### src/hdl/dms_pkg.sv
// Package: command codes, mode-register fields and timing counts for the DLL mode switch
package dms_pkg;
    // Command encoding {cs_n, ras_n, cas_n, we_n}
    localparam logic [3:0] CMD_NOP  = 4'h7;
    localparam logic [3:0] CMD_MRS  = 4'h0;
    localparam logic [3:0] CMD_REF  = 4'h1;
    localparam logic [3:0] CMD_ZQ   = 4'h6;
    localparam logic [3:0] CMD_DES  = 4'hF;
    localparam logic [3:0] CMD_RD   = 4'h5;
    localparam logic [3:0] CMD_WR   = 4'h4;
    // Mode register selects on the bank address
    localparam logic [2:0] MR_LAT   = 3'h0;
    localparam logic [2:0] MR_EXT   = 3'h1;
    localparam logic [2:0] MR_CWL   = 3'h2;
    // Field positions
    localparam int DLL_DIS_BIT  = 0;
    localparam int DLL_RST_BIT  = 8;
    localparam int RTT_BIT0     = 2;
    localparam int RTT_BIT1     = 6;
    localparam int RTT_BIT2     = 9;
    localparam int CL_LSB       = 4;
    localparam int CWL_LSB      = 3;
    // DLL-off latency codes (CL 6, CWL 6)
    localparam logic [2:0] CL6_CODE  = 3'h2;
    localparam logic [2:0] CWL6_CODE = 3'h1;
    localparam logic [12:0] MR_RESET = 13'h0000;
    // Timing, controller clock 50 ns
    localparam int CLK_PS       = 50000;
    localparam int TMRD_NCK     = 4;
    localparam int TMOD_NCK     = 12;
    localparam int TCKSRE_NCK   = 5;
    localparam int TCKSRX_NCK   = 5;
    localparam int TXS_NS       = 170;
    localparam int TXS_NCK      = (TXS_NS * 1000 + CLK_PS - 1) / CLK_PS;
    localparam int TDLLK_NCK    = 512;
    localparam int TZQOPER_NCK  = 256;
    localparam int CNT_W        = 10;
endpackage

### src/hdl/dms_link_if.sv
// Interface: command, clock-enable and termination pins between controller and memory
`timescale 1ns/1ps
interface dms_link_if;
    logic        cke;
    logic        odt;
    logic [3:0]  cmd;
    logic [2:0]  ba;
    logic [12:0] addr;
    logic        clk_change;
    modport ctrl (output cke, output odt, output cmd, output ba, output addr, output clk_change);
    modport mem  (input cke, input odt, input cmd, input ba, input addr, input clk_change);
endinterface

### src/hdl/dms_ctrl.sv
// Controller end: sequencer for DLL-on/off switch through self refresh, APB register slave
`timescale 1ns/1ps
module dms_ctrl
    import dms_pkg::*;
(
    input  wire logic        mclk_i,
    input  wire logic        rst_n_i,
    input  wire logic        psel_i,
    input  wire logic        penable_i,
    input  wire logic        pwrite_i,
    input  wire logic [7:0]  paddr_i,
    input  wire logic [31:0] pwdata_i,
    output logic [31:0]      prdata_o,
    output logic             pready_o,
    output logic             pslverr_o,
    dms_link_if.ctrl         link
);
    // Register offsets
    localparam logic [7:0] REG_CTRL   = 8'h00;
    localparam logic [7:0] REG_STATUS = 8'h04;
    localparam logic [7:0] REG_MRVAL  = 8'h08;
    // Control fields
    localparam int CTRL_GO     = 0;
    localparam int CTRL_TO_OFF = 1;
    localparam int CTRL_ZQ     = 2;
    localparam int CTRL_RTT    = 3;

    typedef enum logic [4:0] {
        ST_IDLE    = 5'h00,
        ST_MR_DIS  = 5'h01,
        ST_W_MOD1  = 5'h02,
        ST_SRE     = 5'h03,
        ST_W_CKSRE = 5'h04,
        ST_FCHG    = 5'h05,
        ST_W_CKSRX = 5'h06,
        ST_SRX     = 5'h07,
        ST_W_XS    = 5'h08,
        ST_MR_EN   = 5'h09,
        ST_W_MRD1  = 5'h0A,
        ST_MR_RST  = 5'h0B,
        ST_W_MRD2  = 5'h0C,
        ST_MR_LAT  = 5'h0D,
        ST_W_MRD3  = 5'h0E,
        ST_MR_CWL  = 5'h0F,
        ST_W_MOD2  = 5'h10,
        ST_ZQ      = 5'h11,
        ST_W_ZQ    = 5'h12,
        ST_W_LOCK  = 5'h13,
        ST_DONE    = 5'h14
    } dms_state_type;

    dms_state_type    state;
    dms_state_type    next_state;
    logic [CNT_W-1:0] wait_cnt;
    logic [CNT_W-1:0] next_load;
    logic             load;
    logic [CNT_W-1:0] lock_cnt;
    logic             to_off;
    logic             zq_en;
    logic             rtt_en;
    logic             go;
    logic             done;
    logic [12:0]      mr_base;
    logic             apb_wr;
    logic [3:0]       next_cmd;
    logic [2:0]       next_ba;
    logic [12:0]      next_addr;

    ////////////////////////////////////////////////////////////////
    // APB slave, zero wait states
    assign pready_o  = 1'b1;
    assign apb_wr    = psel_i && penable_i && pwrite_i;
    assign pslverr_o = psel_i && penable_i && paddr_i != REG_CTRL && paddr_i != REG_STATUS
                       && paddr_i != REG_MRVAL;

    always_ff @(posedge mclk_i or negedge rst_n_i) begin
        if (!rst_n_i) begin
            go      <= 1'b0;
            to_off  <= 1'b0;
            zq_en   <= 1'b0;
            rtt_en  <= 1'b0;
            mr_base <= MR_RESET;
        end else begin
            go <= 1'b0;
            if (apb_wr && paddr_i == REG_CTRL) begin
                go <= pwdata_i[CTRL_GO] && state == ST_IDLE;
                if (state == ST_IDLE) begin
                    to_off <= pwdata_i[CTRL_TO_OFF];
                    zq_en  <= pwdata_i[CTRL_ZQ];
                    rtt_en <= pwdata_i[CTRL_RTT];
                end
            end
            if (apb_wr && paddr_i == REG_MRVAL) begin
                mr_base <= pwdata_i[12:0];
            end
        end
    end

    always_ff @(posedge mclk_i or negedge rst_n_i) begin
        if (!rst_n_i) begin
            prdata_o <= 32'h0000_0000;
        end else if (psel_i && !penable_i) begin
            case (paddr_i)
                REG_CTRL:   prdata_o <= {28'h0, rtt_en, zq_en, to_off, 1'b0};
                REG_STATUS: prdata_o <= {25'h0, state, (lock_cnt == '0), done};
                REG_MRVAL:  prdata_o <= {19'h0, mr_base};
                default:    prdata_o <= 32'h0000_0000;
            endcase
        end
    end

    ////////////////////////////////////////////////////////////////
    // Sequencer: a command cycle plus its wait state together span the whole delay
    always_comb begin
        next_state = state;
        next_load  = '0;
        load       = 1'b0;
        next_cmd   = CMD_NOP;
        next_ba    = 3'h0;
        next_addr  = mr_base;
        case (state)
            ST_IDLE: if (go) next_state = to_off ? ST_MR_DIS : ST_SRE;
            ST_MR_DIS: begin
                next_cmd = CMD_MRS;
                next_ba  = MR_EXT;
                next_addr[DLL_DIS_BIT] = 1'b1;
                next_addr[RTT_BIT0] = 1'b0;
                next_addr[RTT_BIT1] = 1'b0;
                next_addr[RTT_BIT2] = 1'b0;
                next_state = ST_W_MOD1;
                load = 1'b1;
                next_load = CNT_W'(TMOD_NCK - 2);
            end
            ST_W_MOD1:  if (wait_cnt == '0) next_state = ST_SRE;
            ST_SRE: begin
                next_cmd = CMD_REF;
                next_state = ST_W_CKSRE;
                load = 1'b1;
                next_load = CNT_W'(TCKSRE_NCK - 1);
            end
            ST_W_CKSRE: if (wait_cnt == '0) next_state = ST_FCHG;
            ST_FCHG: begin
                next_state = ST_W_CKSRX;
                load = 1'b1;
                next_load = CNT_W'(TCKSRX_NCK - 1);
            end
            ST_W_CKSRX: if (wait_cnt == '0) next_state = ST_SRX;
            ST_SRX: begin
                next_state = ST_W_XS;
                load = 1'b1;
                next_load = CNT_W'(TXS_NCK - 1);
            end
            ST_W_XS: if (wait_cnt == '0) next_state = to_off ? ST_MR_LAT : ST_MR_EN;
            ST_MR_EN: begin
                next_cmd = CMD_MRS;
                next_ba  = MR_EXT;
                next_addr[DLL_DIS_BIT] = 1'b0;
                next_state = ST_W_MRD1;
                load = 1'b1;
                next_load = CNT_W'(TMRD_NCK - 2);
            end
            ST_W_MRD1: if (wait_cnt == '0) next_state = ST_MR_RST;
            ST_MR_RST: begin
                next_cmd = CMD_MRS;
                next_ba  = MR_LAT;
                next_addr[DLL_RST_BIT] = 1'b1;
                next_state = ST_W_MRD2;
                load = 1'b1;
                next_load = CNT_W'(TMRD_NCK - 2);
            end
            ST_W_MRD2: if (wait_cnt == '0) next_state = ST_MR_LAT;
            ST_MR_LAT: begin
                next_cmd = CMD_MRS;
                next_ba  = MR_LAT;
                next_addr[DLL_RST_BIT] = 1'b0;
                if (to_off) next_addr[CL_LSB +: 3] = CL6_CODE;
                next_state = ST_W_MRD3;
                load = 1'b1;
                next_load = CNT_W'(TMRD_NCK - 2);
            end
            ST_W_MRD3: if (wait_cnt == '0) next_state = ST_MR_CWL;
            ST_MR_CWL: begin
                next_cmd = CMD_MRS;
                next_ba  = MR_CWL;
                next_addr[CWL_LSB +: 3] = to_off ? CWL6_CODE : mr_base[CWL_LSB +: 3];
                next_state = ST_W_MOD2;
                load = 1'b1;
                next_load = CNT_W'(TMOD_NCK - 2);
            end
            ST_W_MOD2: if (wait_cnt == '0) next_state = zq_en ? ST_ZQ : ST_W_LOCK;
            ST_ZQ: begin
                next_cmd = CMD_ZQ;
                next_addr = 13'h0400;
                next_state = ST_W_ZQ;
                load = 1'b1;
                next_load = CNT_W'(TZQOPER_NCK - 2);
            end
            ST_W_ZQ:   if (wait_cnt == '0) next_state = ST_W_LOCK;
            ST_W_LOCK: if (to_off || lock_cnt == '0) next_state = ST_DONE;
            ST_DONE:   next_state = ST_IDLE;
            default:   next_state = ST_IDLE;
        endcase
    end

    always_ff @(posedge mclk_i or negedge rst_n_i) begin
        if (!rst_n_i) begin
            state <= ST_IDLE;
        end else begin
            state <= next_state;
        end
    end

    always_ff @(posedge mclk_i or negedge rst_n_i) begin
        if (!rst_n_i) begin
            wait_cnt <= '0;
        end else if (load) begin
            wait_cnt <= next_load;
        end else if (wait_cnt != '0) begin
            wait_cnt <= wait_cnt - 1'b1;
        end
    end

    // Lock timer started by the DLL reset write
    always_ff @(posedge mclk_i or negedge rst_n_i) begin
        if (!rst_n_i) begin
            lock_cnt <= '0;
        end else if (state == ST_MR_RST) begin
            lock_cnt <= CNT_W'(TDLLK_NCK);
        end else if (lock_cnt != '0) begin
            lock_cnt <= lock_cnt - 1'b1;
        end
    end

    always_ff @(posedge mclk_i or negedge rst_n_i) begin
        if (!rst_n_i) begin
            done <= 1'b0;
        end else if (state == ST_DONE) begin
            done <= 1'b1;
        end else if (go) begin
            done <= 1'b0;
        end
    end

    ////////////////////////////////////////////////////////////////
    // Pin drive, registered
    always_ff @(posedge mclk_i or negedge rst_n_i) begin
        if (!rst_n_i) begin
            link.cmd        <= CMD_NOP;
            link.ba         <= 3'h0;
            link.addr       <= 13'h0000;
            link.cke        <= 1'b1;
            link.odt        <= 1'b0;
            link.clk_change <= 1'b0;
        end else begin
            link.cmd  <= next_cmd;
            link.ba   <= next_ba;
            link.addr <= next_addr;
            // CKE falls with the entry command, so no idle cycle reads as power-down
            link.cke  <= !(next_state inside {ST_W_CKSRE, ST_FCHG, ST_W_CKSRX});
            link.odt  <= 1'b0;
            link.clk_change <= (next_state == ST_FCHG);
        end
    end
endmodule

### src/flat_wrapper.sv
// flat-port wrapper written by rule: the top's interface ports become plain ports
module dms_ctrl_flat import dms_pkg::*;
  (mclk_i, rst_n_i, psel_i, penable_i, pwrite_i, paddr_i, pwdata_i, prdata_o, pready_o, pslverr_o, link_cke, link_odt, link_cmd, link_ba, link_addr, link_clk_change);
  dms_link_if link_i ();
  input  wire logic mclk_i;
  input  wire logic rst_n_i;
  input  wire logic psel_i;
  input  wire logic penable_i;
  input  wire logic pwrite_i;
  input  wire logic [7:0] paddr_i;
  input  wire logic [31:0] pwdata_i;
  output logic [31:0] prdata_o;
  output logic pready_o;
  output logic pslverr_o;
  output wire logic [$bits(link_i.cke)-1:0] link_cke;
  output wire logic [$bits(link_i.odt)-1:0] link_odt;
  output wire logic [$bits(link_i.cmd)-1:0] link_cmd;
  output wire logic [$bits(link_i.ba)-1:0] link_ba;
  output wire logic [$bits(link_i.addr)-1:0] link_addr;
  output wire logic [$bits(link_i.clk_change)-1:0] link_clk_change;
  assign link_cke = link_i.cke;
  assign link_odt = link_i.odt;
  assign link_cmd = link_i.cmd;
  assign link_ba = link_i.ba;
  assign link_addr = link_i.addr;
  assign link_clk_change = link_i.clk_change;
  dms_ctrl u_core (.mclk_i(mclk_i), .rst_n_i(rst_n_i), .psel_i(psel_i), .penable_i(penable_i), .pwrite_i(pwrite_i), .paddr_i(paddr_i), .pwdata_i(pwdata_i), .prdata_o(prdata_o), .pready_o(pready_o), .pslverr_o(pslverr_o), .link(link_i));
endmodule
### config.mk
export PLATFORM = sky130hd
export DESIGN_NAME = dms_ctrl_flat
export DESIGN_NICKNAME = d
export VERILOG_FILES = /design/src/hdl/dms_pkg.sv /design/src/hdl/dms_link_if.sv /design/src/hdl/dms_ctrl.sv /design/src/flat_wrapper.sv
export SDC_FILE = /design/constraint.sdc
export NUM_CORES = 1
export LEC_CHECK = 0
export ABC_AREA = 1
export BUFFER_PORTS_ARGS = -buffer_cell sky130_fd_sc_hd__buf_2
export CAP_MARGIN = 20
export CORE_MARGIN = 3
export CORE_UTILIZATION = 47
export DETAILED_ROUTE_END_ITERATION = 10
export PLACE_DENSITY = 0.74
export SLEW_MARGIN = 30
export SYNTH_ARGS = -nofsm -noshare
export SYNTH_HDL_FRONTEND = slang
export SYNTH_SLANG_ARGS = --single-unit
### constraint.sdc
create_clock -name mclk_i -period 1.47 [get_ports mclk_i]
set_input_delay 0.2205 -clock mclk_i [delete_from_list [all_inputs] [get_ports mclk_i]]
set_output_delay 0.2205 -clock mclk_i [all_outputs]
set_load 0.01 [all_outputs]
==> impl_metrics.toml <==
[place]
dp_hpwl_um = 6630
portBuffers = 59
place_area_um2 = 4500
dp_cells = 660
finalWeightedCongestion = 0.928
place_ws_ns = -0.129

[outcome]
violations = "setup timing"
status = "finished with violations"

[clocking]
clock_path_buffers = 2
clk_pin_slew_ns = 0.08
cts_tree = "done"
root_buffer = "clkbuf_8"
cts.sinks = 75
htreeDepth = 3
cts_buffers = 9
insertion_delay_ns = 0.35

[setup_path]
ff2ff_setup_slack_ns = -0.09
crit_path_max_fanout = 7
arrival_ns = 1.81
crit_type = "reg -> reg"
cp-start-kind = "flip-flop"
crit_path_end_kind = "flip-flop"
required_ns = 1.71

[drt]
vias_per_cell = 4.89
route.detailed.drc = 0
ant_nets = 0
routed_wirelength_um = 9290
wl_per_cell_um = 13.6
detail_route.first_pass.iterations = 4
drt_iter0_markers = 183
dr_total_vias = 3351

[die]
die_x_um = 95.1
die_h_um = 95.1
initial_core_util_pct = 49.9
die-area_um2 = 9050
ios = 102
core_area_um2 = 7490
rows = 31

[cells_and_area]
final_cell_mix = "nand2_1 (87), dfrtp_1 (68), buf_4 (64), buf_2 (59), inv_1 (44)"
final_cells = 685
fin_nets = 628
fillerInstances = 587
diodes = 0
final_common_cell = "nand2_1"
drive_gt1_share_pct = 39.9
multiInputGateArea_um2 = 1740
syn2layout_area_growth_pct = 34.1
design_area_um2 = 5010
regArea_um2 = 1890

[global_routing]
grt_max_degree = 76
grt_pass1_vias = 3220
grt_pass1_wl_um = 15100
track_usage_pct = 21.4
antenna_found_initial = 0
grt_overflow = 0

[min_path]
hold_class = "in -> reg"

[sta]
rsz0062_at_grt = "yes"
hold_viol = 0
finClkSkew_ns = 0.00835
finalMaxSlewViolations = 0
min_period_ns = 1.56
fin_crit_sh_pct = 106
setup-violations-final = 5
fmax_mhz = 639
setup_ws_ns = -0.0941

[power]
swShare_pct = 31.9
p_int_w = 0.00336
p_per_area_nw_per_um2 = 986
leakage_nw = 2.68
ir_drop_mv = 0.640
pwr-share-clk_pct = 29.1
p_comb_share_pct = 23.6
seq_power_share_pct = 47.3
p_sw_w = 0.00157

[synth]
avgSynthCellArea_um2 = 8.30
synth_cell_types = 43
ys_ff_latch = 75
yosysWarnings = 0
synth_area_um2 = 3730
synthFlopType = "dfrtp_1"
synth-seq-area-share_pct = 50.4
async_flop_share_pct = 100
synth_cells = 450
synth_edf_count = 0

[job]
drv_cap = 0
==> worst paths after layout <==
path,startpoint,cells after the start,end
min in group asynchronous,rst_n_i,3,u_core.mr_base[1]
min,pwdata_i[10],2,u_core.mr_base[10]
max in group asynchronous,rst_n_i,3,u_core.link.cmd[1]
max reg2reg,u_core.state[0],10,u_core.wait_cnt[0]
max,u_core.state[0],10,u_core.wait_cnt[0]
min reg2reg,u_core.prdata_o[11],2,u_core.prdata_o[11]
==> layer usage <==
metal / wire length [µm] / track usage, % / vias up
met1: 3970 / 28.5 / 1569
met2: 4480 / 34.5 / 111
met3: 585 / 4.58 / 20
met5: 0 / 0 / -
li1: - / - / 1651
met4: 253 / 7.81 / 0
==> repair_timing <==
action / 4_1_cts / 5_1_grt
setup endpoints to repair: 23 / 36
buffers inserted: 4 / 4
hold buffers: 1 / 0
pin swaps: 14 / 15
gates resized for setup: 27 / 53
endpoints found under the hold margin: 72 / 0
==> power by group through the flow <==
| stage | combinational, W | sequential (W) | clock [W] |
|---|---|---|---|
| 3_5_place_dp | 0.000909 | 0.00234 | 0 |
| 4_1_cts | 0.00102 | 0.00232 | 0.00147 |
| 6_report | 0.00117 | 0.00233 | 0.00143 |
| 3_3_place_gp | 0.000869 | 0.00233 | 0 |
| 5_1_grt | 0.00128 | 0.00235 | 0.00158 |
| 2_1_floorplan | 0.000534 | 0.00235 | 0 |
==> sequential cells by signal, indices dropped and copies added (netlist names), 2 cells and up <==
name	cells
u_core.state	5
u_core.link.ba	2
u_core.link.cmd	2
u_core.mr_base	13
u_core.prdata_o	13
u_core.lock_cnt	10
u_core.link.addr	13
u_core.wait_cnt	10
==> cell usage after synthesis (2+ instances only) <==
master	count	area, µm²
nor2_4	3	33.8
o31ai_1	4	30.0
nor3_1	8	40.0
nand2_1	101	379
mux2_2	2	22.5
nand4_1	3	18.8
dfrtp_1	72	1800
nand2_2	6	37.5
nand3_2	2	20.0
inv_1	52	195
o22ai_1	4	25.0
o211ai_1	3	22.5
nor2_1	49	184
dfstp_2	3	78.8
nor2_2	6	37.5
nand3_1	22	110
buf_2	3	15.0
inv_2	5	18.8
xor2_1	8	70.1
o21ai_0	28	140
a21oi_1	19	95.1
conb_1	2	7.51
ha_1	2	25.0
buf_4	24	180
==> kinds of logic (layout without fill, tap and decap cells) <==
logic type | Yosys count | count (layout) | share of synthesized area (%)
AO/OA/AOI/OAI | 64 | 64 | 9.55
XOR/XNOR | 9 | 9 | 2.11
adder cells (fa/ha/maj) | 2 | 2 | 0.670
buffers and inverters | 89 | 204 | 11.8
flip-flops | 75 | 75 | 50.4
multiplexers | 2 | 2 | 0.603
other | 2 | 23 | 0.201
AND/OR/NAND/NOR | 207 | 207 | 24.8
==> worst max-delay path: stages (launching register included) <==
cell	delay (ns)
dfrtp_2	0.45
nand2_2	0.10
nor2_4	0.17
nand2_1	0.11
a21o_1	0.23
nand2_4	0.13
inv_6	0.06
nand2_4	0.07
inv_2	0.04
nand2_2	0.06
nand2_1	0.05
==> metrics by stage <==
stage / setup TNS, ns / hold slack, ns / utilization [%] / power, W
floorplan: -0.0371 / -0.0751 / - / 0.00288
global placement: -0.458 / 0.277 / 60.1 / 0.00320
detailed placement: -1.30 / 0.286 / 60.1 / 0.00325
CTS: -0.250 / 0.0787 / 64.5 / 0.00481
global route: -1.85 / 0.0873 / 66.9 / 0.00521
finish: -0.200 / 0.0986 / 66.9 / 0.00494
==> layout make-up <==
cell class,instances,share of cell area [%]
clock buffer,9,2.47
clock inverter,7,1.07
tap,99,2.47
inverter,59,4.52
sequential,75,37.6
timing repair buffer,129,17.0
multi-input combinational,307,34.8
Note: power is estimated with default switching activity, not from simulation.
